===== config.mk =====
export PLATFORM = sky130hd
export DESIGN_NAME = fwpl_top
export DESIGN_NICKNAME = d
export VERILOG_FILES = /design/src/fwpl_pkg.sv /design/src/fwpl_top.sv
export SDC_FILE = /design/constraint.sdc
export NUM_CORES = 1
export LEC_CHECK = 0
export ABC_AREA = 1
export BUFFER_PORTS_ARGS = -buffer_cell sky130_fd_sc_hd__buf_2
export CAP_MARGIN = 20
export CORE_ASPECT_RATIO = 1.1
export CORE_MARGIN = 2
export CORE_UTILIZATION = 48
export DETAILED_ROUTE_END_ITERATION = 10
export PLACE_DENSITY = 0.82
export SKIP_CTS_REPAIR_TIMING = 1
export SKIP_LAST_GASP = 1
export SLEW_MARGIN = 10
export SYNTH_ARGS = -nofsm -noshare
export SYNTH_HDL_FRONTEND = slang
export SYNTH_SLANG_ARGS = --single-unit
export TNS_END_PERCENT = 20

===== constraint.sdc =====
create_clock -name hclk -period 1.9 [get_ports hclk]
set_input_delay 0 -clock hclk [delete_from_list [all_inputs] [get_ports hclk]]
set_output_delay 0 -clock hclk [all_outputs]
set_load 0.03 [all_outputs]

===== src/fwpl_pkg.sv =====
// constants and types for the flash write-protect logic
package fwpl_pkg;

  // ----------------------------------------------------------------
  // register offsets (byte addresses on the bus)
  // ----------------------------------------------------------------
  localparam logic [7:0] OFS_STATUS = 8'h00;
  localparam logic [7:0] OFS_CMD    = 8'h04;
  localparam logic [7:0] OFS_ADDR   = 8'h08;
  localparam logic [7:0] OFS_WDATA  = 8'h0C;
  localparam logic [7:0] OFS_RESULT = 8'h10;
  localparam logic [7:0] OFS_PINS   = 8'h14;

  // ----------------------------------------------------------------
  // command opcodes
  // ----------------------------------------------------------------
  localparam logic [7:0] OP_WRITE_ENABLE  = 8'h06;
  localparam logic [7:0] OP_WRITE_DISABLE = 8'h04;
  localparam logic [7:0] OP_VOL_ENABLE    = 8'h50;
  localparam logic [7:0] OP_WRITE_STATUS  = 8'h01;
  localparam logic [7:0] OP_PROG          = 8'h02;
  localparam logic [7:0] OP_PROG_QUAD_A   = 8'h32;
  localparam logic [7:0] OP_PROG_QUAD_B   = 8'h38;
  localparam logic [7:0] OP_ERASE_4K_A    = 8'hD7;
  localparam logic [7:0] OP_ERASE_4K_B    = 8'h20;
  localparam logic [7:0] OP_ERASE_32K     = 8'h52;
  localparam logic [7:0] OP_ERASE_64K     = 8'hD8;
  localparam logic [7:0] OP_CHIP_ERASE_A  = 8'hC7;
  localparam logic [7:0] OP_CHIP_ERASE_B  = 8'h60;

  // ----------------------------------------------------------------
  // status and result field positions, reset values
  // ----------------------------------------------------------------
  localparam int SB_BUSY  = 0;
  localparam int SB_LATCH = 1;
  localparam int SB_BP_LO = 2;
  localparam int SB_QUAD  = 6;
  localparam int SB_SWD   = 7;
  localparam logic [5:0] SR_PROT_RST = 6'h00;
  localparam logic [7:0] WDATA_RST   = 8'h00;
  localparam logic [23:0] ADDR_RST   = 24'h00_0000;

  localparam int RB_ACCEPT  = 0;
  localparam int RB_NO_LATCH = 1;
  localparam int RB_PROT    = 2;
  localparam int RB_LOCKED  = 3;
  localparam int RB_BUSY    = 4;
  localparam int RB_UNKNOWN = 5;
  localparam int RB_OPC_LO  = 8;
  localparam logic [15:0] RESULT_RST = 16'h0000;

  // ----------------------------------------------------------------
  // array geometry
  // ----------------------------------------------------------------
  localparam int BLK_LSB = 16;
  localparam logic [2:0] BLKMSK_4M   = 3'h7;
  localparam logic [2:0] BLKMSK_2M   = 3'h3;
  localparam logic [2:0] BLKMSK_1M   = 3'h1;
  localparam logic [2:0] BLKMSK_512K = 3'h0;

  typedef enum logic [1:0] {
    DENS_4M   = 2'b00,
    DENS_2M   = 2'b01,
    DENS_1M   = 2'b10,
    DENS_512K = 2'b11
  } fwpl_density_e;

  typedef enum logic [2:0] {
    OPK_PROG   = 3'b000,
    OPK_ER4K   = 3'b001,
    OPK_ER32K  = 3'b010,
    OPK_ER64K  = 3'b011,
    OPK_CHIP   = 3'b100
  } fwpl_opkind_e;

endpackage


===== src/fwpl_top.sv =====
// flash write-protect logic: status bits, protect map, pin roles, bus
`timescale 1ns/1ps

module fwpl_top #(
  parameter fwpl_pkg::fwpl_density_e DENSITY  = fwpl_pkg::DENS_4M,
  parameter bit                      ALT_MAP  = 1'b0,
  parameter bit                      OPTION_C = 1'b0
) (
  input  wire logic        hclk,
  input  wire logic        hresetn,
  input  wire logic        hsel,
  input  wire logic [31:0] haddr,
  input  wire logic [1:0]  htrans,
  input  wire logic        hwrite,
  input  wire logic [2:0]  hsize,
  input  wire logic [31:0] hwdata,
  input  wire logic        hready,
  output logic      [31:0] hrdata,
  output logic             hreadyout,
  output logic             hresp,
  input  wire logic        data_line_2_i,
  output logic             data_line_2_o,
  output logic             data_line_2_oe,
  input  wire logic        data_line_3_i,
  output logic             data_line_3_o,
  output logic             data_line_3_oe,
  input  wire logic        quad_d2_o,
  input  wire logic        quad_d2_oe,
  input  wire logic        quad_d3_o,
  input  wire logic        quad_d3_oe,
  output logic             quad_d2_i,
  output logic             quad_d3_i,
  output logic             quad_enable,
  output logic             hold_active,
  input  wire logic        mem_busy,
  output logic             mem_op_valid,
  output logic      [2:0]  mem_op_kind,
  output logic      [23:0] mem_op_addr
);

  // ----------------------------------------------------------------
  // protect map
  // ----------------------------------------------------------------
  function automatic logic [7:0] prot_mask(input logic [3:0] bp);
    logic [7:0] m;
    m = 8'h00;
    unique case (DENSITY)
      fwpl_pkg::DENS_4M:
        unique case (bp)
          4'h0: m = 8'h00;
          4'h1: m = 8'h80;
          4'h2: m = 8'hC0;
          4'h3: m = 8'hF0;
          4'h4: m = 8'hFC;
          4'h5: m = 8'hFE;
          4'h9: m = ALT_MAP ? 8'hFF : 8'h01;
          4'hA: m = ALT_MAP ? 8'h7F : 8'h03;
          4'hB: m = ALT_MAP ? 8'h3F : 8'h0F;
          4'hC: m = ALT_MAP ? 8'h0F : 8'h3F;
          4'hD: m = ALT_MAP ? 8'h03 : 8'h7F;
          4'hE: m = ALT_MAP ? 8'h01 : 8'hFF;
          4'hF: m = ALT_MAP ? 8'h00 : 8'hFF;
          default: m = 8'hFF;
        endcase
      fwpl_pkg::DENS_2M:
        unique case (bp)
          4'h0: m = 8'h00;
          4'h1: m = 8'h08;
          4'h2: m = 8'h0C;
          4'h3: m = 8'h0E;
          4'h9: m = ALT_MAP ? 8'h0F : 8'h01;
          4'hA: m = ALT_MAP ? 8'h0F : 8'h03;
          4'hB: m = ALT_MAP ? 8'h0F : 8'h07;
          4'hC: m = ALT_MAP ? 8'h07 : 8'h0F;
          4'hD: m = ALT_MAP ? 8'h03 : 8'h0F;
          4'hE: m = ALT_MAP ? 8'h01 : 8'h0F;
          4'hF: m = ALT_MAP ? 8'h00 : 8'h0F;
          default: m = 8'h0F;
        endcase
      fwpl_pkg::DENS_1M:
        unique case (bp)
          4'h0: m = 8'h00;
          4'h1: m = 8'h02;
          4'h9: m = ALT_MAP ? 8'h03 : 8'h01;
          4'hE: m = ALT_MAP ? 8'h01 : 8'h03;
          4'hF: m = ALT_MAP ? 8'h00 : 8'h03;
          default: m = 8'h03;
        endcase
      fwpl_pkg::DENS_512K:
        unique case (bp)
          4'h0: m = 8'h00;
          4'hF: m = ALT_MAP ? 8'h00 : 8'h01;
          default: m = 8'h01;
        endcase
    endcase
    return m;
  endfunction

  // ----------------------------------------------------------------
  // state
  // ----------------------------------------------------------------
  logic        dph_wr_r;
  logic [7:0]  dph_ofs_r;
  logic [31:0] hrdata_r;
  logic [23:0] addr_r;
  logic [7:0]  wdata_r;
  logic        latch_r;
  logic        vol_en_r;
  logic [5:0]  nv_sr_r;
  logic [5:0]  vol_sr_r;
  logic [15:0] result_r;
  logic        op_valid_r;
  logic [2:0]  op_kind_r;
  logic [23:0] op_addr_r;

  // ----------------------------------------------------------------
  // bus decode
  // ----------------------------------------------------------------
  wire       addr_take = hsel & hready & htrans[1];
  wire       map_hit   = (haddr[31:5] == 27'h000_0000);
  wire [7:0] a_ofs     = haddr[7:0];
  wire       wr_cmd    = dph_wr_r & (dph_ofs_r == fwpl_pkg::OFS_CMD);
  wire       wr_addr   = dph_wr_r & (dph_ofs_r == fwpl_pkg::OFS_ADDR);
  wire       wr_wdata  = dph_wr_r & (dph_ofs_r == fwpl_pkg::OFS_WDATA);

  // ----------------------------------------------------------------
  // pin roles
  // ----------------------------------------------------------------
  wire quad_on = vol_sr_r[fwpl_pkg::SB_QUAD - fwpl_pkg::SB_BP_LO];
  wire swd = vol_sr_r[fwpl_pkg::SB_SWD - fwpl_pkg::SB_BP_LO];
  wire [3:0] bp = vol_sr_r[3:0];

  // quad bit hands the control pins to the data path
  assign data_line_2_o  = quad_on & quad_d2_o;
  assign data_line_2_oe = quad_on & quad_d2_oe;
  assign data_line_3_o  = quad_on & quad_d3_o;
  assign data_line_3_oe = quad_on & quad_d3_oe;
  assign quad_d2_i      = data_line_2_i;
  assign quad_d3_i      = data_line_3_i;
  assign quad_enable    = quad_on;
  // hold only acts while the pin is a control pin
  assign hold_active    = ~quad_on & ~data_line_3_i;

  // pin acts as protect only while quad is off
  wire hw_lock = swd & ~quad_on & ~data_line_2_i;

  // ----------------------------------------------------------------
  // command decode
  // ----------------------------------------------------------------
  wire [7:0] opc = hwdata[7:0];
  wire is_wr_en = (opc == fwpl_pkg::OP_WRITE_ENABLE);
  wire is_wrdi  = (opc == fwpl_pkg::OP_WRITE_DISABLE);
  wire is_vwren = (opc == fwpl_pkg::OP_VOL_ENABLE);
  wire is_wrst  = (opc == fwpl_pkg::OP_WRITE_STATUS);
  wire is_prog  = (opc == fwpl_pkg::OP_PROG)
                | (opc == fwpl_pkg::OP_PROG_QUAD_A)
                | (opc == fwpl_pkg::OP_PROG_QUAD_B);
  wire is_er4   = (opc == fwpl_pkg::OP_ERASE_4K_A)
                | (opc == fwpl_pkg::OP_ERASE_4K_B);
  wire is_er32  = (opc == fwpl_pkg::OP_ERASE_32K);
  wire is_er64  = (opc == fwpl_pkg::OP_ERASE_64K);
  wire is_chip  = (opc == fwpl_pkg::OP_CHIP_ERASE_A)
                | (opc == fwpl_pkg::OP_CHIP_ERASE_B);
  wire is_mem   = is_prog | is_er4 | is_er32 | is_er64 | is_chip;
  wire known    = is_wr_en | is_wrdi | is_vwren | is_wrst | is_mem;

  // no 64 KB erase on option C or the one-block parts
  wire no_64k = OPTION_C | (DENSITY == fwpl_pkg::DENS_512K);

  wire [2:0] kind_sel =
    is_chip ? fwpl_pkg::OPK_CHIP :
    is_er64 ? (no_64k ? fwpl_pkg::OPK_ER32K : fwpl_pkg::OPK_ER64K) :
    is_er32 ? fwpl_pkg::OPK_ER32K :
    is_er4  ? fwpl_pkg::OPK_ER4K : fwpl_pkg::OPK_PROG;

  // ----------------------------------------------------------------
  // protection check
  // ----------------------------------------------------------------
  wire [2:0] blk_msk =
    (DENSITY == fwpl_pkg::DENS_4M) ? fwpl_pkg::BLKMSK_4M :
    (DENSITY == fwpl_pkg::DENS_2M) ? fwpl_pkg::BLKMSK_2M :
    (DENSITY == fwpl_pkg::DENS_1M) ? fwpl_pkg::BLKMSK_1M :
    fwpl_pkg::BLKMSK_512K;
  wire [7:0] pmask = prot_mask(bp);
  // addresses past the array wrap onto it, as the array decode does
  wire [2:0] blk = addr_r[fwpl_pkg::BLK_LSB +: 3] & blk_msk;
  // every erase size but chip erase stays inside one 64 KB block; chip erase checks all blocks
  wire tgt_prot = is_chip ? (|pmask) : pmask[blk];

  // volatile path skips the latch; memory ops and non-volatile status writes need it
  wire vol_path  = is_wrst & vol_en_r;
  wire need_latch = is_mem | (is_wrst & ~vol_en_r);
  wire rej_busy  = mem_busy;
  wire rej_latch = ~rej_busy & need_latch & ~latch_r;
  // frozen status register ignores the write
  wire rej_lock  = ~rej_busy & is_wrst & hw_lock & (latch_r | vol_en_r);
  wire rej_prot  = ~rej_busy & is_mem & latch_r & tgt_prot;
  wire rej_any   = rej_busy | rej_latch | rej_lock | rej_prot | ~known;
  wire accept    = wr_cmd & known & ~rej_any;
  wire acc_wrst  = accept & is_wrst;
  wire acc_mem   = accept & is_mem;
  wire acc_nvwr  = acc_wrst & ~vol_path;

  // ----------------------------------------------------------------
  // read mux
  // ----------------------------------------------------------------
  wire [7:0] status_rd = {vol_sr_r, latch_r, mem_busy};
  wire [31:0] rd_mux =
    ~map_hit                        ? 32'h0000_0000 :
    (a_ofs == fwpl_pkg::OFS_STATUS) ? {24'h00_0000, status_rd} :
    (a_ofs == fwpl_pkg::OFS_ADDR)   ? {8'h00, addr_r} :
    (a_ofs == fwpl_pkg::OFS_WDATA)  ? {24'h00_0000, wdata_r} :
    (a_ofs == fwpl_pkg::OFS_RESULT) ? {16'h0000, result_r} :
    (a_ofs == fwpl_pkg::OFS_PINS)   ?
      {28'h000_0000, vol_en_r, hold_active, quad_on, data_line_2_i} :
    32'h0000_0000;

  wire [15:0] result_nxt = {opc, 2'b00, ~known, rej_busy & known,
                            rej_lock, rej_prot, rej_latch, accept};

  // ----------------------------------------------------------------
  // bus slave: zero wait, always okay
  // ----------------------------------------------------------------
  assign hreadyout = 1'b1;
  assign hresp     = 1'b0;
  assign hrdata    = hrdata_r;

  always_ff @(posedge hclk or negedge hresetn)
  begin
    if (!hresetn)
    begin
      dph_wr_r  <= 1'b0;
      dph_ofs_r <= 8'h00;
      hrdata_r  <= 32'h0000_0000;
    end
    else if (hready)
    begin
      dph_wr_r  <= addr_take & hwrite & map_hit;
      dph_ofs_r <= a_ofs;
      hrdata_r  <= addr_take ? rd_mux : 32'h0000_0000;
    end
  end

  always_ff @(posedge hclk or negedge hresetn)
  begin
    if (!hresetn)
    begin
      addr_r  <= fwpl_pkg::ADDR_RST;
      wdata_r <= fwpl_pkg::WDATA_RST;
    end
    else
    begin
      if (wr_addr)
        addr_r <= hwdata[23:0];
      if (wr_wdata)
        wdata_r <= hwdata[7:0];
    end
  end

  // ----------------------------------------------------------------
  // status bits
  // ----------------------------------------------------------------
  always_ff @(posedge hclk or negedge hresetn)
  begin
    if (!hresetn)
    begin
      latch_r  <= 1'b0;
      vol_en_r <= 1'b0;
    end
    else if (wr_cmd)
    begin
      // latch set by enable, dropped by disable or a granted memory or non-volatile status write
      if (accept & is_wr_en)
        latch_r <= 1'b1;
      else if (accept & (is_wrdi | is_mem | acc_nvwr))
        latch_r <= 1'b0;
      // volatile enable only arms the very next command
      vol_en_r <= accept & is_vwren;
    end
  end

  always_ff @(posedge hclk or negedge hresetn)
  begin
    if (!hresetn)
    begin
      // factory value of protect, quad and disable bits
      nv_sr_r  <= fwpl_pkg::SR_PROT_RST;
      vol_sr_r <= fwpl_pkg::SR_PROT_RST;
    end
    else if (acc_wrst)
    begin
      // bits 7..2 only; latch and busy are not loaded from the data
      vol_sr_r <= wdata_r[7:2];
      if (acc_nvwr)
        nv_sr_r <= wdata_r[7:2];
    end
  end

  // ----------------------------------------------------------------
  // grant to the program/erase engine and result
  // ----------------------------------------------------------------
  always_ff @(posedge hclk or negedge hresetn)
  begin
    if (!hresetn)
    begin
      op_valid_r <= 1'b0;
      op_kind_r  <= fwpl_pkg::OPK_PROG;
      op_addr_r  <= fwpl_pkg::ADDR_RST;
      result_r   <= fwpl_pkg::RESULT_RST;
    end
    else
    begin
      // only unprotected targets reach the engine
      op_valid_r <= acc_mem;
      if (acc_mem)
      begin
        op_kind_r <= kind_sel;
        op_addr_r <= addr_r;
      end
      if (wr_cmd)
        result_r <= result_nxt;
    end
  end

  assign mem_op_valid = op_valid_r;
  assign mem_op_kind  = op_kind_r;
  assign mem_op_addr  = op_addr_r;

endmodule


==> PnR_summary.wiki, run 1 <==
{| class="wikitable"
! Metric !! Value
|-
| Result of the run || finished, violations left
|-
| Violations in the final reports || hold timing, setup timing
|-
| Combinational share of power || 0.072
|-
| Global-route layer with the greatest usage || met2
|-
| Placeable core region || 11400 µm²
|-
| Required time at the endpoint of the critical path || 2.20 ns
|-
| Category of the critical setup timing path || reg -> reg
|-
| Number of standard-cell rows in the floorplan || 41
|-
| Family with the most delay on the worst path || simple AND/OR/NAND/NOR gates
|-
| Worst-path maximum fanout || 11
|-
| Antenna diode instance count || 0
|-
| Smallest setup slack after layout || -0.281 ns
|-
| Relative slew slack || 0.665
|-
| Minimum clock period || 2.18 ns
|-
| Share of the clock period used by the worst path || 1.15
|-
| Starting DRT DRC Count || 630
|-
| Vias || 5664
|-
| Largest net degree at the start of global routing || 43
|-
| Gr usage total || 0.249
|-
| Slew at the pin with the worst max-slew slack || 0.502 ns
|-
| Number of buffers added by the clock tree synthesis step || 17
|-
| Number of different library cells in the post-synthesis netlist || 39
|-
| Number of hold violations in the final report || 2
|-
| Post-DR vias/cell || 5.41
|-
| GRT met3 Usage || 0.0570
|-
| VDD IR-drop max || 504 µV
|-
| IO Pins || 151
|-
| Unrepaired setup endpoints after global routing || true
|-
| Net switching fraction of the power || 0.214
|-
| Clock Tree Buf Depth || 2
|-
| Syn. warnings || 0
|-
| Final Setup Violations || 59
|-
| Initial antenna violation count || 0
|-
| Number of clock sinks seen by CTS || 115
|-
| Number of antenna-violating nets in the routed design || 0
|-
| Reg power frac || 0.385
|-
| Syn-to-layout area delta || 43.1%
|-
| H-tree depth || 4
|-
| Routed wire per std cell || 16.7 µm
|-
| Post-Synthesis Cells || 666
|-
| Remaining design rule violation count || 0
|-
| P_sw || 1390 µW
|-
| Element type at the critical path end || flop
|-
| Clock transition at the registers of the reported paths || 0.06 ns
|-
| Netlist Area Pre-Place || 5590 µm²
|-
| Power Internal || 5100 µW
|-
| Buffers and inverters on the worst path || 3
|-
| Initial core utilization || 0.489
|-
| Via count of the first global-routing pass || 5026
|-
| Avg Cell Area, Syn || 8.39 µm²
|-
| Util after Layout || 0.699
|-
| Cell at the root of the clock tree || sky130_fd_sc_hd__clkbuf_16
|-
| Post-Place Setup Slack || -0.106 ns
|-
| Clock tree from TritonCTS || yes
|-
| Number of nets in the layout || 968
|-
| Overflow left after global routing || 0
|-
| Global-route met1 utilization || 0.300
|-
| Clk_skew || 0.00706 ns
|-
| Startpoint type of the worst setup path || flop
|-
| Die width || 107 µm
|-
| Static leakage || 0.00425 µW
|-
| Signal arrival time at the worst endpoint || 2.48 ns
|-
| Met2 usage || 0.422
|-
| Max stage delay on crit path || 0.42 ns
|-
| Router iterations before antenna repair || 6
|-
| Area of the die || 12500 µm²
|-
| Number of storage elements in the synthesis netlist || 115
|-
| Cell area power density || 812 nW/µm²
|-
| Max Clk Rate || 0.458 GHz
|-
| Hpwl dp || 10700 µm
|-
| Hold WC Path Type || in -> reg
|-
| DRT Wirelength || 17500 µm
|-
| Relative contribution of the clock network to total power || 0.543
|-
| Series of cell instances along the critical path || inv_2, ha_4, nand2_2, nand2_1, nand2_1, nand2_1, nand3_1, o21ai_1, nor2_1, nand2_2, nand2_4, a21oi_4, inv_4, buf_12, nand2_1, o21ai_2
|-
| Part of the Yosys area used for sequential elements || 0.515
|-
| Max-slew violation count || 0
|-
| Fraction of final layout cells sized beyond drive strength 1 || 0.324
|-
| Die Span Y || 117 µm
|-
| Cell at the slowest stage of the critical path || sky130_fd_sc_hd__dfrtp_1
|-
| Most frequent cell on the critical path || sky130_fd_sc_hd__nand2_1
|-
| Worst-Skew Late Latency || 0.41 ns
|-
| Max Cap Violations || 0
|-
| Number of input and output port buffers inserted || 128
|-
| Worst hold slack after final layout || -0.0112 ns
|-
| Weighted congestion reported at the end of routability-driven placement || 0.915
|-
| First-pass GRT wire length || 23900 µm
|}
tightest hold or removal path: stages:
cell and delay (ns):
sky130_fd_sc_hd__buf_2 0.12, sky130_fd_sc_hd__inv_1 0.13, sky130_fd_sc_hd__o21ai_0 0.10
cell type report:
class / count / area (µm²)
fillers: 808 / 3440
flip-flops and latches: 115 / 2880
multi-input cells: 442 / 2360
repair buffers: 223 / 1590
clock buffers: 22 / 474
inverters: 85 / 337
well taps: 150 / 188
clock inverters: 10 / 178
metal layers:
layer / share of wire / wire length [µm] / vias to the layer above
met5: 0 / 0 / -
met4: 0.038 / 669 / 0
met3: 0.080 / 1400 / 69
met2: 0.49 / 8630 / 345
met1: 0.39 / 6810 / 2658
li1: - / - / 2592
path summary, 6_finish.rpt:
kind / start / slack (ns) / cells after the start / end
worst max-delay path: vol_sr_r[1] / -0.28 / 16 / mem_op_addr[1]
worst min-delay path: hwdata[6] / -0.01 / 3 / addr_r[6]
worst max register to register: vol_sr_r[1] / -0.28 / 16 / mem_op_addr[1]
worst min register to register: hrdata[5] / 0.48 / 2 / hrdata[5]
max in group asynchronous: hresetn / 1.19 / 3 / hrdata[17]
min in group asynchronous: hresetn / 0.10 / 2 / addr_r[11]
layout by cell type, fill, tap and decap left out, types with 7 or more instances in the layout:
cell                              n
sky130_fd_sc_hd__inv_1           73
sky130_fd_sc_hd__dlygate4sd3_1   56
sky130_fd_sc_hd__buf_2          127
sky130_fd_sc_hd__o21ai_2         23
sky130_fd_sc_hd__clkbuf_16       18
sky130_fd_sc_hd__conb_1          10
sky130_fd_sc_hd__nand3_1         19
sky130_fd_sc_hd__a21oi_1         23
sky130_fd_sc_hd__o221ai_1        11
sky130_fd_sc_hd__dfrtp_1        115
sky130_fd_sc_hd__nor2_1          56
sky130_fd_sc_hd__o21ai_1          8
sky130_fd_sc_hd__nand4_1          7
sky130_fd_sc_hd__nand2_2         37
sky130_fd_sc_hd__nor4_1           9
sky130_fd_sc_hd__buf_4           31
sky130_fd_sc_hd__nand2_1        139
sky130_fd_sc_hd__inv_2            9
sky130_fd_sc_hd__o21ai_0         60
power by group through the flow:
stage / clock (µW) / sequential [µW] / combinational (µW)
after floorplan: 0 / 2540 / 173
after global placement: 0 / 2540 / 348
after detailed placement: 0 / 2540 / 355
after CTS: 3520 / 2500 / 359
after global routing: 3680 / 2500 / 511
final: 3530 / 2500 / 464
through the flow:
stage	std cells	hold slack, ns	setup TNS (ns)	power, µW	area [µm²]
floorplan	674	-0.296	-1.18	2710	5650
finish	1047	-0.0112	-9.18	6490	8000
CTS	984	-0.430	-4.80	6370	7230
detailed placement	952	0.00598	-2.53	2890	6580
global route	1047	0.00246	-16.97	6690	8000
global placement	952	-0.00532	-1.42	2890	6580
kinds of logic after synthesis:
kind of cell	after synthesis	synth area share
adder cells (fa/ha/maj)	3	0.00672
other	2	0.00134
flip-flops	115	0.515
AND/OR/NAND/NOR	287	0.227
AO/OA/AOI/OAI	141	0.156
buffers and inverters	118	0.0938
synthesized netlist by cell type (all sizes together):
library cell / number / area [µm²]
inv: 85 / 322
nand2: 179 / 732
clkbuf: 14 / 52.6
o22ai: 3 / 18.8
o31ai: 1 / 7.51
or2: 1 / 6.26
nand3: 24 / 130
o211ai: 1 / 7.51
o221ai: 11 / 96.3
dfrtp: 115 / 2880
nor3: 5 / 36.3
a21oi: 26 / 145
a22o: 1 / 8.76
a31oi: 1 / 6.26
conb: 2 / 7.51
buf: 19 / 150
o21ai: 91 / 531
a311oi: 2 / 17.5
ha: 3 / 37.5
nor4: 9 / 56.3
nand4: 7 / 43.8
a221oi: 1 / 8.76
o21a: 2 / 15.0
a32o: 1 / 10.0
nor2: 62 / 265
sequential cells by signal, summed over array words and instances (netlist names):
signal        flops
addr_r           24
dph_ofs_r         8
latch_r           1
mem_op_valid      1
mem_op_addr      24
hrdata           24
dph_wr_r          1
mem_op_kind       3
wdata_r           8
vol_en_r          1
result_r         14
vol_sr_r          6
Note: power is estimated with default switching activity, not from simulation.
==> run 2, diff against run 1 <==
--- a/config.mk
+++ b/config.mk
@@ -10,9 +10,10 @@
 export CAP_MARGIN = 20
 export CORE_ASPECT_RATIO = 1.1
 export CORE_MARGIN = 2
-export CORE_UTILIZATION = 48
+export CORE_UTILIZATION = 29
+export CTS_BUF_LIST = sky130_fd_sc_hd__clkbuf_2
 export DETAILED_ROUTE_END_ITERATION = 10
-export PLACE_DENSITY = 0.82
+export PLACE_DENSITY = 0.56
 export SKIP_CTS_REPAIR_TIMING = 1
 export SKIP_LAST_GASP = 1
 export SLEW_MARGIN = 10
==> run 2 against run 1 <==
The flow finishes with violations (setup timing). Flip-flop and latch count did not move. Combinational power rose by 5.4%. Sequential power barely moved. Critical endpoint is now mem_op_kind[2]. Global-route usage fell by 8.6 points. Total power fell by 30%. Sequential share of layout area rose by 0.67 points. Critical path type unchanged. Clock power fell by 55%. Cell count rose by 12%.
==> PnR_summary.wiki, run 2 (synthesized netlist as in run 1, its figures left out) <==
{| class="wikitable"
! Metric !! Value
|-
| Worst-path maximum fanout || 18
|-
| Number of buffers added by the clock tree synthesis step || 17
|-
| Required time at the endpoint of the critical path || 2.49 ns
|-
| Number of hold violations in the final report || 0
|-
| Final Setup Violations || 34
|-
| Smallest setup slack after layout || -0.146 ns
|-
| Clk_skew || 0.0372 ns
|-
| Startpoint type of the worst setup path || flop
|-
| Number of clock sinks seen by CTS || 115
|-
| Most frequent cells in the layout || sky130_fd_sc_hd__nand2_1, sky130_fd_sc_hd__buf_2, sky130_fd_sc_hd__dfrtp_1
|-
| Placeable core region || 19000 µm²
|-
| Gr usage total || 0.162
|-
| Die Span Y || 150 µm
|-
| Clock tree from TritonCTS || yes
|-
| Routed wire per std cell || 14.3 µm
|-
| Minimum clock period || 2.05 ns
|-
| Static leakage || 0.00415 µW
|-
| Via count of the first global-routing pass || 4917
|-
| Weighted congestion reported at the end of routability-driven placement || 0.817
|-
| Reg-to-reg slack, setup || -0.15 ns
|-
| Result of the run || finished, violations left
|-
| FF-to-FF path depth || 19
|-
| Number of cells on the critical path || 19
|-
| VDD IR-drop max || 311 µV
|-
| Relative slew slack || 0.667
|-
| Capture point of the worst reg-to-reg path || mem_op_kind[2]
|-
| Max-slew violation count || 0
|-
| Starting DRT DRC Count || 329
|-
| Total power || 4570 µW
|-
| Start point of the critical path || vol_sr_r[0]
|-
| Worst hold slack after final layout || 0.0662 ns
|-
| Hold WC Path Type || in -> reg
|-
| Clock transition at the registers of the reported paths || 0.20 ns
|-
| Violations in the final reports || setup timing
|-
| First-pass GRT wire length || 25300 µm
|-
| Setup total negative slack || -3.84 ns
|-
| Cell at the root of the clock tree || sky130_fd_sc_hd__clkbuf_2
|-
| Buffers and inverters on the worst path || 4
|-
| Max stage delay on crit path || 0.46 ns
|-
| Number of nets in the layout || 993
|-
| Signal arrival time at the worst endpoint || 2.64 ns
|-
| Family with the most delay on the worst path || simple AND/OR/NAND/NOR gates
|-
| IO Pins || 151
|-
| Layout Cell Area excl Fill || 7850 µm²
|-
| Number of input and output port buffers inserted || 128
|-
| Standard cell area after detailed placement || 6740 µm²
|-
| Clock Tree Buf Depth || 2
|-
| Overflow left after global routing || 0
|-
| Routed length on met2 || 8200 µm
|-
| Remaining design rule violation count || 0
|-
| H-tree depth || 4
|-
| Initial core utilization || 0.294
|-
| Met3 wire length || 853 µm
|-
| Highest routing layer actually used || met4
|-
| Fraction of final layout cells sized beyond drive strength 1 || 0.315
|-
| Vias || 5285
|-
| Cell at the slowest stage of the critical path || sky130_fd_sc_hd__dfrtp_1
|-
| Most frequent cell on the critical path || sky130_fd_sc_hd__nand2_1
|-
| Unrepaired setup endpoints after global routing || true
|-
| Hpwl dp || 11900 µm
|-
| Area of the die || 20400 µm²
|-
| Initial antenna violation count || 1
|-
| Die width || 136 µm
|-
| Max Clk Rate || 0.489 GHz
|-
| DRT Wirelength || 16700 µm
|-
| Post-Place Setup Slack || -0.173 ns
|-
| Cell area power density || 583 nW/µm²
|-
| Category of the critical setup timing path || reg -> reg
|-
| Router iterations before antenna repair || 6
|-
| Filler cell count || 1953
|-
| Post-DR vias/cell || 4.52
|-
| Critical path endpoint || mem_op_kind[2]
|-
| Max Cap Violations || 0
|-
| Syn-to-layout area delta || 40.5%
|-
| Origin of the critical flop-to-flop path || vol_sr_r[0]
|-
| Largest net degree at the start of global routing || 49
|-
| Worst-Skew Late Latency || 0.70 ns
|-
| Slew at the pin with the worst max-slew slack || 0.496 ns
|-
| Element type at the critical path end || flop
|-
| Most common library cell in the layout ignoring fill and taps || sky130_fd_sc_hd__nand2_1
|-
| Series of cell instances along the critical path || inv_2, ha_4, inv_2, nand2_1, nand2_1, nand2_1, nand2_2, nand2_1, nand3_1, nand2_1, nand2_1, nand2_1, nand2_2, nand2_4, a21oi_4, inv_4, buf_12, nand2_1, o21ai_0
|-
| Share of the clock period used by the worst path || 1.08
|-
| Metal1 wirelength || 7470 µm
|-
| Number of standard-cell rows in the floorplan || 53
|-
| Number of antenna-violating nets in the routed design || 0
|}
[run 2: changes by cell type in the layout (fill, tap and decap cells not counted), sizes merged, moves of 3 or more]
cell | previous run | this run
buf | 166 | 175
bufinv | 5 | 2
clkbuf | 23 | 19
clkinvlp | 1 | 6
dlygate4sd3 | 56 | 73
[run 2: through the flow]
stage,utilization,cells
floorplan,-,674
finish,0.413,1170
CTS,0.366,1089
global placement,0.354,1057
detailed placement,0.354,1057
global route,0.413,1170
[run 2: cell type report]
class | instances | area [µm²] | area share
diodes | 1 | 2.50 | 0.000319
clock buffers | 19 | 95.1 | 0.0121
clock inverters | 13 | 138 | 0.0175
inverters | 85 | 329 | 0.0419
multi-input cells | 442 | 2320 | 0.296
flip-flops and latches | 115 | 2880 | 0.367
well taps | 247 | 309 | 0.0394
repair buffers | 248 | 1780 | 0.226
[run 2: how the worst min path moves through the flow]
stage / from / endpoint / slack, ns / cells after the start
finish: hwdata[15] / addr_r[15] / 0.07 / 4
global route: hwdata[12] / addr_r[12] / 0.02 / 4
CTS: hresetn / mem_op_addr[1] / -0.84 / 1
detailed placement: hresetn / hrdata[22] / -0.02 / 1
global placement: hresetn / hrdata[2] / -0.02 / 1
floorplan: hresetn / addr_r[0] / -0.30 / 0
[run 2: worst reg2reg max path, cell delays in order (launching register included)]
cell	delay, ns
sky130_fd_sc_hd__dfrtp_1	0.46
sky130_fd_sc_hd__inv_2	0.07
sky130_fd_sc_hd__ha_4	0.17
sky130_fd_sc_hd__inv_2	0.05
sky130_fd_sc_hd__nand2_1	0.04
sky130_fd_sc_hd__nand2_1	0.06
sky130_fd_sc_hd__nand2_1	0.06
sky130_fd_sc_hd__nand2_2	0.08
sky130_fd_sc_hd__nand2_1	0.05
sky130_fd_sc_hd__nand3_1	0.06
sky130_fd_sc_hd__nand2_1	0.05
sky130_fd_sc_hd__nand2_1	0.05
sky130_fd_sc_hd__nand2_1	0.06
sky130_fd_sc_hd__nand2_2	0.09
sky130_fd_sc_hd__nand2_4	0.07
sky130_fd_sc_hd__a21oi_4	0.15
sky130_fd_sc_hd__inv_4	0.07
sky130_fd_sc_hd__buf_12	0.16
sky130_fd_sc_hd__nand2_1	0.06
sky130_fd_sc_hd__o21ai_0	0.08
[run 2: per-layer routing]
layer  GRT usage  vias up
met4      0.0484        0
met2       0.268      146
met1       0.207     2501
li1            -     2626
met5           0        -
met3      0.0440       12
[run 2: power by group]
group	total [µW]	switching, µW	leakage [µW]	internal [µW]
sequential	2490	11.9	0.00140	2480
combinational	489	269	0.00262	220
clock	1590	988	0.000128	605
==> run 3, diff against run 2 <==
--- a/config.mk
+++ b/config.mk
@@ -10,11 +10,10 @@
 export CAP_MARGIN = 20
 export CORE_ASPECT_RATIO = 1.1
 export CORE_MARGIN = 2
-export CORE_UTILIZATION = 29
+export CORE_UTILIZATION = 30
 export CTS_BUF_LIST = sky130_fd_sc_hd__clkbuf_2
 export DETAILED_ROUTE_END_ITERATION = 10
-export PLACE_DENSITY = 0.56
-export SKIP_CTS_REPAIR_TIMING = 1
+export PLACE_DENSITY = 0.57
 export SKIP_LAST_GASP = 1
 export SLEW_MARGIN = 10
 export SYNTH_ARGS = -nofsm -noshare
==> run 3 against run 2 <==
The flow still finishes with violations (setup timing). First-iteration DRC count decreased by 0.91%. Setup slack improved by 0.0078 ns. Clock power decreased by 6%. Clock-buffer cell count increased by 1. Combinational power increased by 5.5%.
==> PnR_summary.wiki, run 3 (synthesized netlist as in run 1, its figures left out) <==
{| class="wikitable"
! Metric !! Value
|-
| Result of the run || finished, violations left
|-
| Violations in the final reports || setup timing
|-
| Number of nets in the layout || 1004
|-
| Post-Place Setup Slack || -0.150 ns
|-
| Final Setup Violations || 34
|-
| Die Span Y || 147 µm
|-
| Number of buffers added by the clock tree synthesis step || 17
|-
| Post-DR vias/cell || 4.54
|-
| Area of the die || 19700 µm²
|-
| Combinational share of power || 0.115
|-
| Remaining design rule violation count || 0
|-
| Category of the critical setup timing path || in -> reg
|-
| Minimum clock period || 2.04 ns
|-
| Static leakage || 0.00423 µW
|-
| Fraction of final layout cells sized beyond drive strength 1 || 0.300
|-
| Count of non-filler cells in the finished layout || 1177
|-
| Largest net degree at the start of global routing || 41
|-
| VDD IR-drop max || 244 µV
|-
| Clock tree from TritonCTS || yes
|-
| Routed wire per std cell || 14.1 µm
|-
| Power Internal || 3320 µW
|-
| Most common library cell in the layout ignoring fill and taps || sky130_fd_sc_hd__nand2_1
|-
| Worst-path maximum fanout || 5
|-
| Signal arrival time at the worst endpoint || 2.62 ns
|-
| Reg area || 2880 µm²
|-
| Gr usage total || 0.171
|-
| IO Pins || 151
|-
| P_sw || 1190 µW
|-
| Router iterations before antenna repair || 7
|-
| Most frequent cells in the layout || sky130_fd_sc_hd__nand2_1, sky130_fd_sc_hd__buf_2, sky130_fd_sc_hd__dfrtp_1
|-
| Die width || 134 µm
|-
| Max Clk Rate || 0.491 GHz
|-
| Worst-Skew Late Latency || 0.64 ns
|-
| Unrepaired setup endpoints after global routing || true
|-
| Startpoint type of the worst setup path || input pin
|-
| Overflow left after global routing || 0
|-
| Relative slew slack || 0.670
|-
| Clk_skew || 0.0320 ns
|-
| Syn-to-layout area delta || 41.6%
|-
| Max Cap Violations || 0
|-
| Smallest setup slack after layout || -0.138 ns
|-
| Number of antenna-violating nets in the routed design || 0
|-
| Hpwl dp || 11700 µm
|-
| Required time at the endpoint of the critical path || 2.48 ns
|-
| Combined area of the multi-input logic cells || 2260 µm²
|-
| Via count of the first global-routing pass || 5301
|-
| Setup total negative slack || -2.13 ns
|-
| Cell count after placement || 1058
|-
| Cell at the root of the clock tree || sky130_fd_sc_hd__clkbuf_2
|-
| Number of hold violations in the final report || 0
|-
| Initial antenna violation count || 1
|-
| Number of standard-cell rows in the floorplan || 52
|-
| Clock transition at the registers of the reported paths || 0.18 ns
|-
| Number of input and output port buffers inserted || 128
|-
| Cell area power density || 569 nW/µm²
|-
| H-tree depth || 4
|-
| DRT Wirelength || 16600 µm
|-
| Weighted congestion reported at the end of routability-driven placement || 0.849
|-
| Net switching fraction of the power || 0.263
|-
| Starting DRT DRC Count || 326
|-
| Initial core utilization || 0.305
|-
| Slew at the pin with the worst max-slew slack || 0.491 ns
|-
| Placeable core region || 18300 µm²
|-
| Filler cell count || 1855
|-
| Vias || 5338
|-
| Element type at the critical path end || flop
|-
| Clock Tree Buf Depth || 2
|-
| Relative contribution of the clock network to total power || 0.332
|-
| Hold WC Path Type || in -> reg
|-
| Max-slew violation count || 0
|-
| Reg power frac || 0.554
|-
| First-pass GRT wire length || 26500 µm
|-
| Share of the clock period used by the worst path || 1.07
|-
| Number of clock sinks seen by CTS || 115
|}
==> run 3: cell count changes in the layout (fill, tap and decap cells not counted), sizes merged <==
cell	delta
dlygate4sd3	+8
clkinv	+2
clkinvlp	-3
buf	+3
nand2	-1
clkbuf	+2
==> run 3: layout make-up <==
type,instances,area share
sequential,115,0.364
multi-input combinational,441,0.286
timing repair buffer,260,0.244
inverter,85,0.0406
tap,243,0.0384
clock inverter,12,0.0145
clock buffer,20,0.0126
antenna,1,0.000316
==> run 3: critical path, stage by stage <==
cell                            delay, ns
sky130_fd_sc_hd__dlygate4sd3_1       0.54
sky130_fd_sc_hd__buf_2               0.13
sky130_fd_sc_hd__nor3_1              0.20
sky130_fd_sc_hd__dlygate4sd3_1       0.59
sky130_fd_sc_hd__nand3_1             0.07
sky130_fd_sc_hd__nor2_1              0.10
sky130_fd_sc_hd__nand2_1             0.11
sky130_fd_sc_hd__inv_1               0.19
sky130_fd_sc_hd__a22o_1              0.15
sky130_fd_sc_hd__dlygate4sd3_1       0.54
==> run 3: repair_timing <==
item,CTS,global route
resized for setup,3,5
endpoints found under the setup margin,32,71
gates cloned,0,1
setup buffers,1,2
hold endpoints to repair,203,0
pin swaps,3,5
hold buffers,82,0
==> run 3: power groups by stage <==
stage,logic [µW],registers (µW),clock network [µW]
floorplan,173,2540,0
global placement,380,2540,0
detailed placement,382,2540,0
CTS,516,2490,1580
global route,574,2500,1680
finish,516,2490,1490
==> run 3: stage by stage <==
step	utilization	cell area [µm²]	hold WS, ns	power [µW]
finish	0.431	7920	0.120	4500
global route	0.431	7920	0.0528	4750
CTS	0.428	7860	0.0380	4590
detailed placement	0.370	6790	0.0566	2920
global placement	0.370	6790	0.0572	2920
floorplan	-	5650	-0.296	2710
==> run 3: final timing paths <==
path	start	end	slack, ns	cells after the start
worst max-delay path	haddr[23]	dph_wr_r	-0.14	10
worst min-delay path	hwdata[11]	addr_r[11]	0.12	4
worst max register to register	vol_sr_r[1]	mem_op_addr[3]	-0.10	17
worst min register to register	mem_op_addr[6]	mem_op_addr[6]	0.49	2
max in group asynchronous	hresetn	result_r[5]	1.16	4
min in group asynchronous	hresetn	addr_r[3]	0.48	4
==> run 3: layer usage <==
layer  vias up  share of wire  global-route usage  wire (µm)
met1      2528           0.45               0.217       7500
li1       2649              -                   -          -
met3        16          0.052              0.0442        871
met4         0          0.016              0.0495        267
met2       145           0.48               0.288       7960
met5         -              0                   0          0
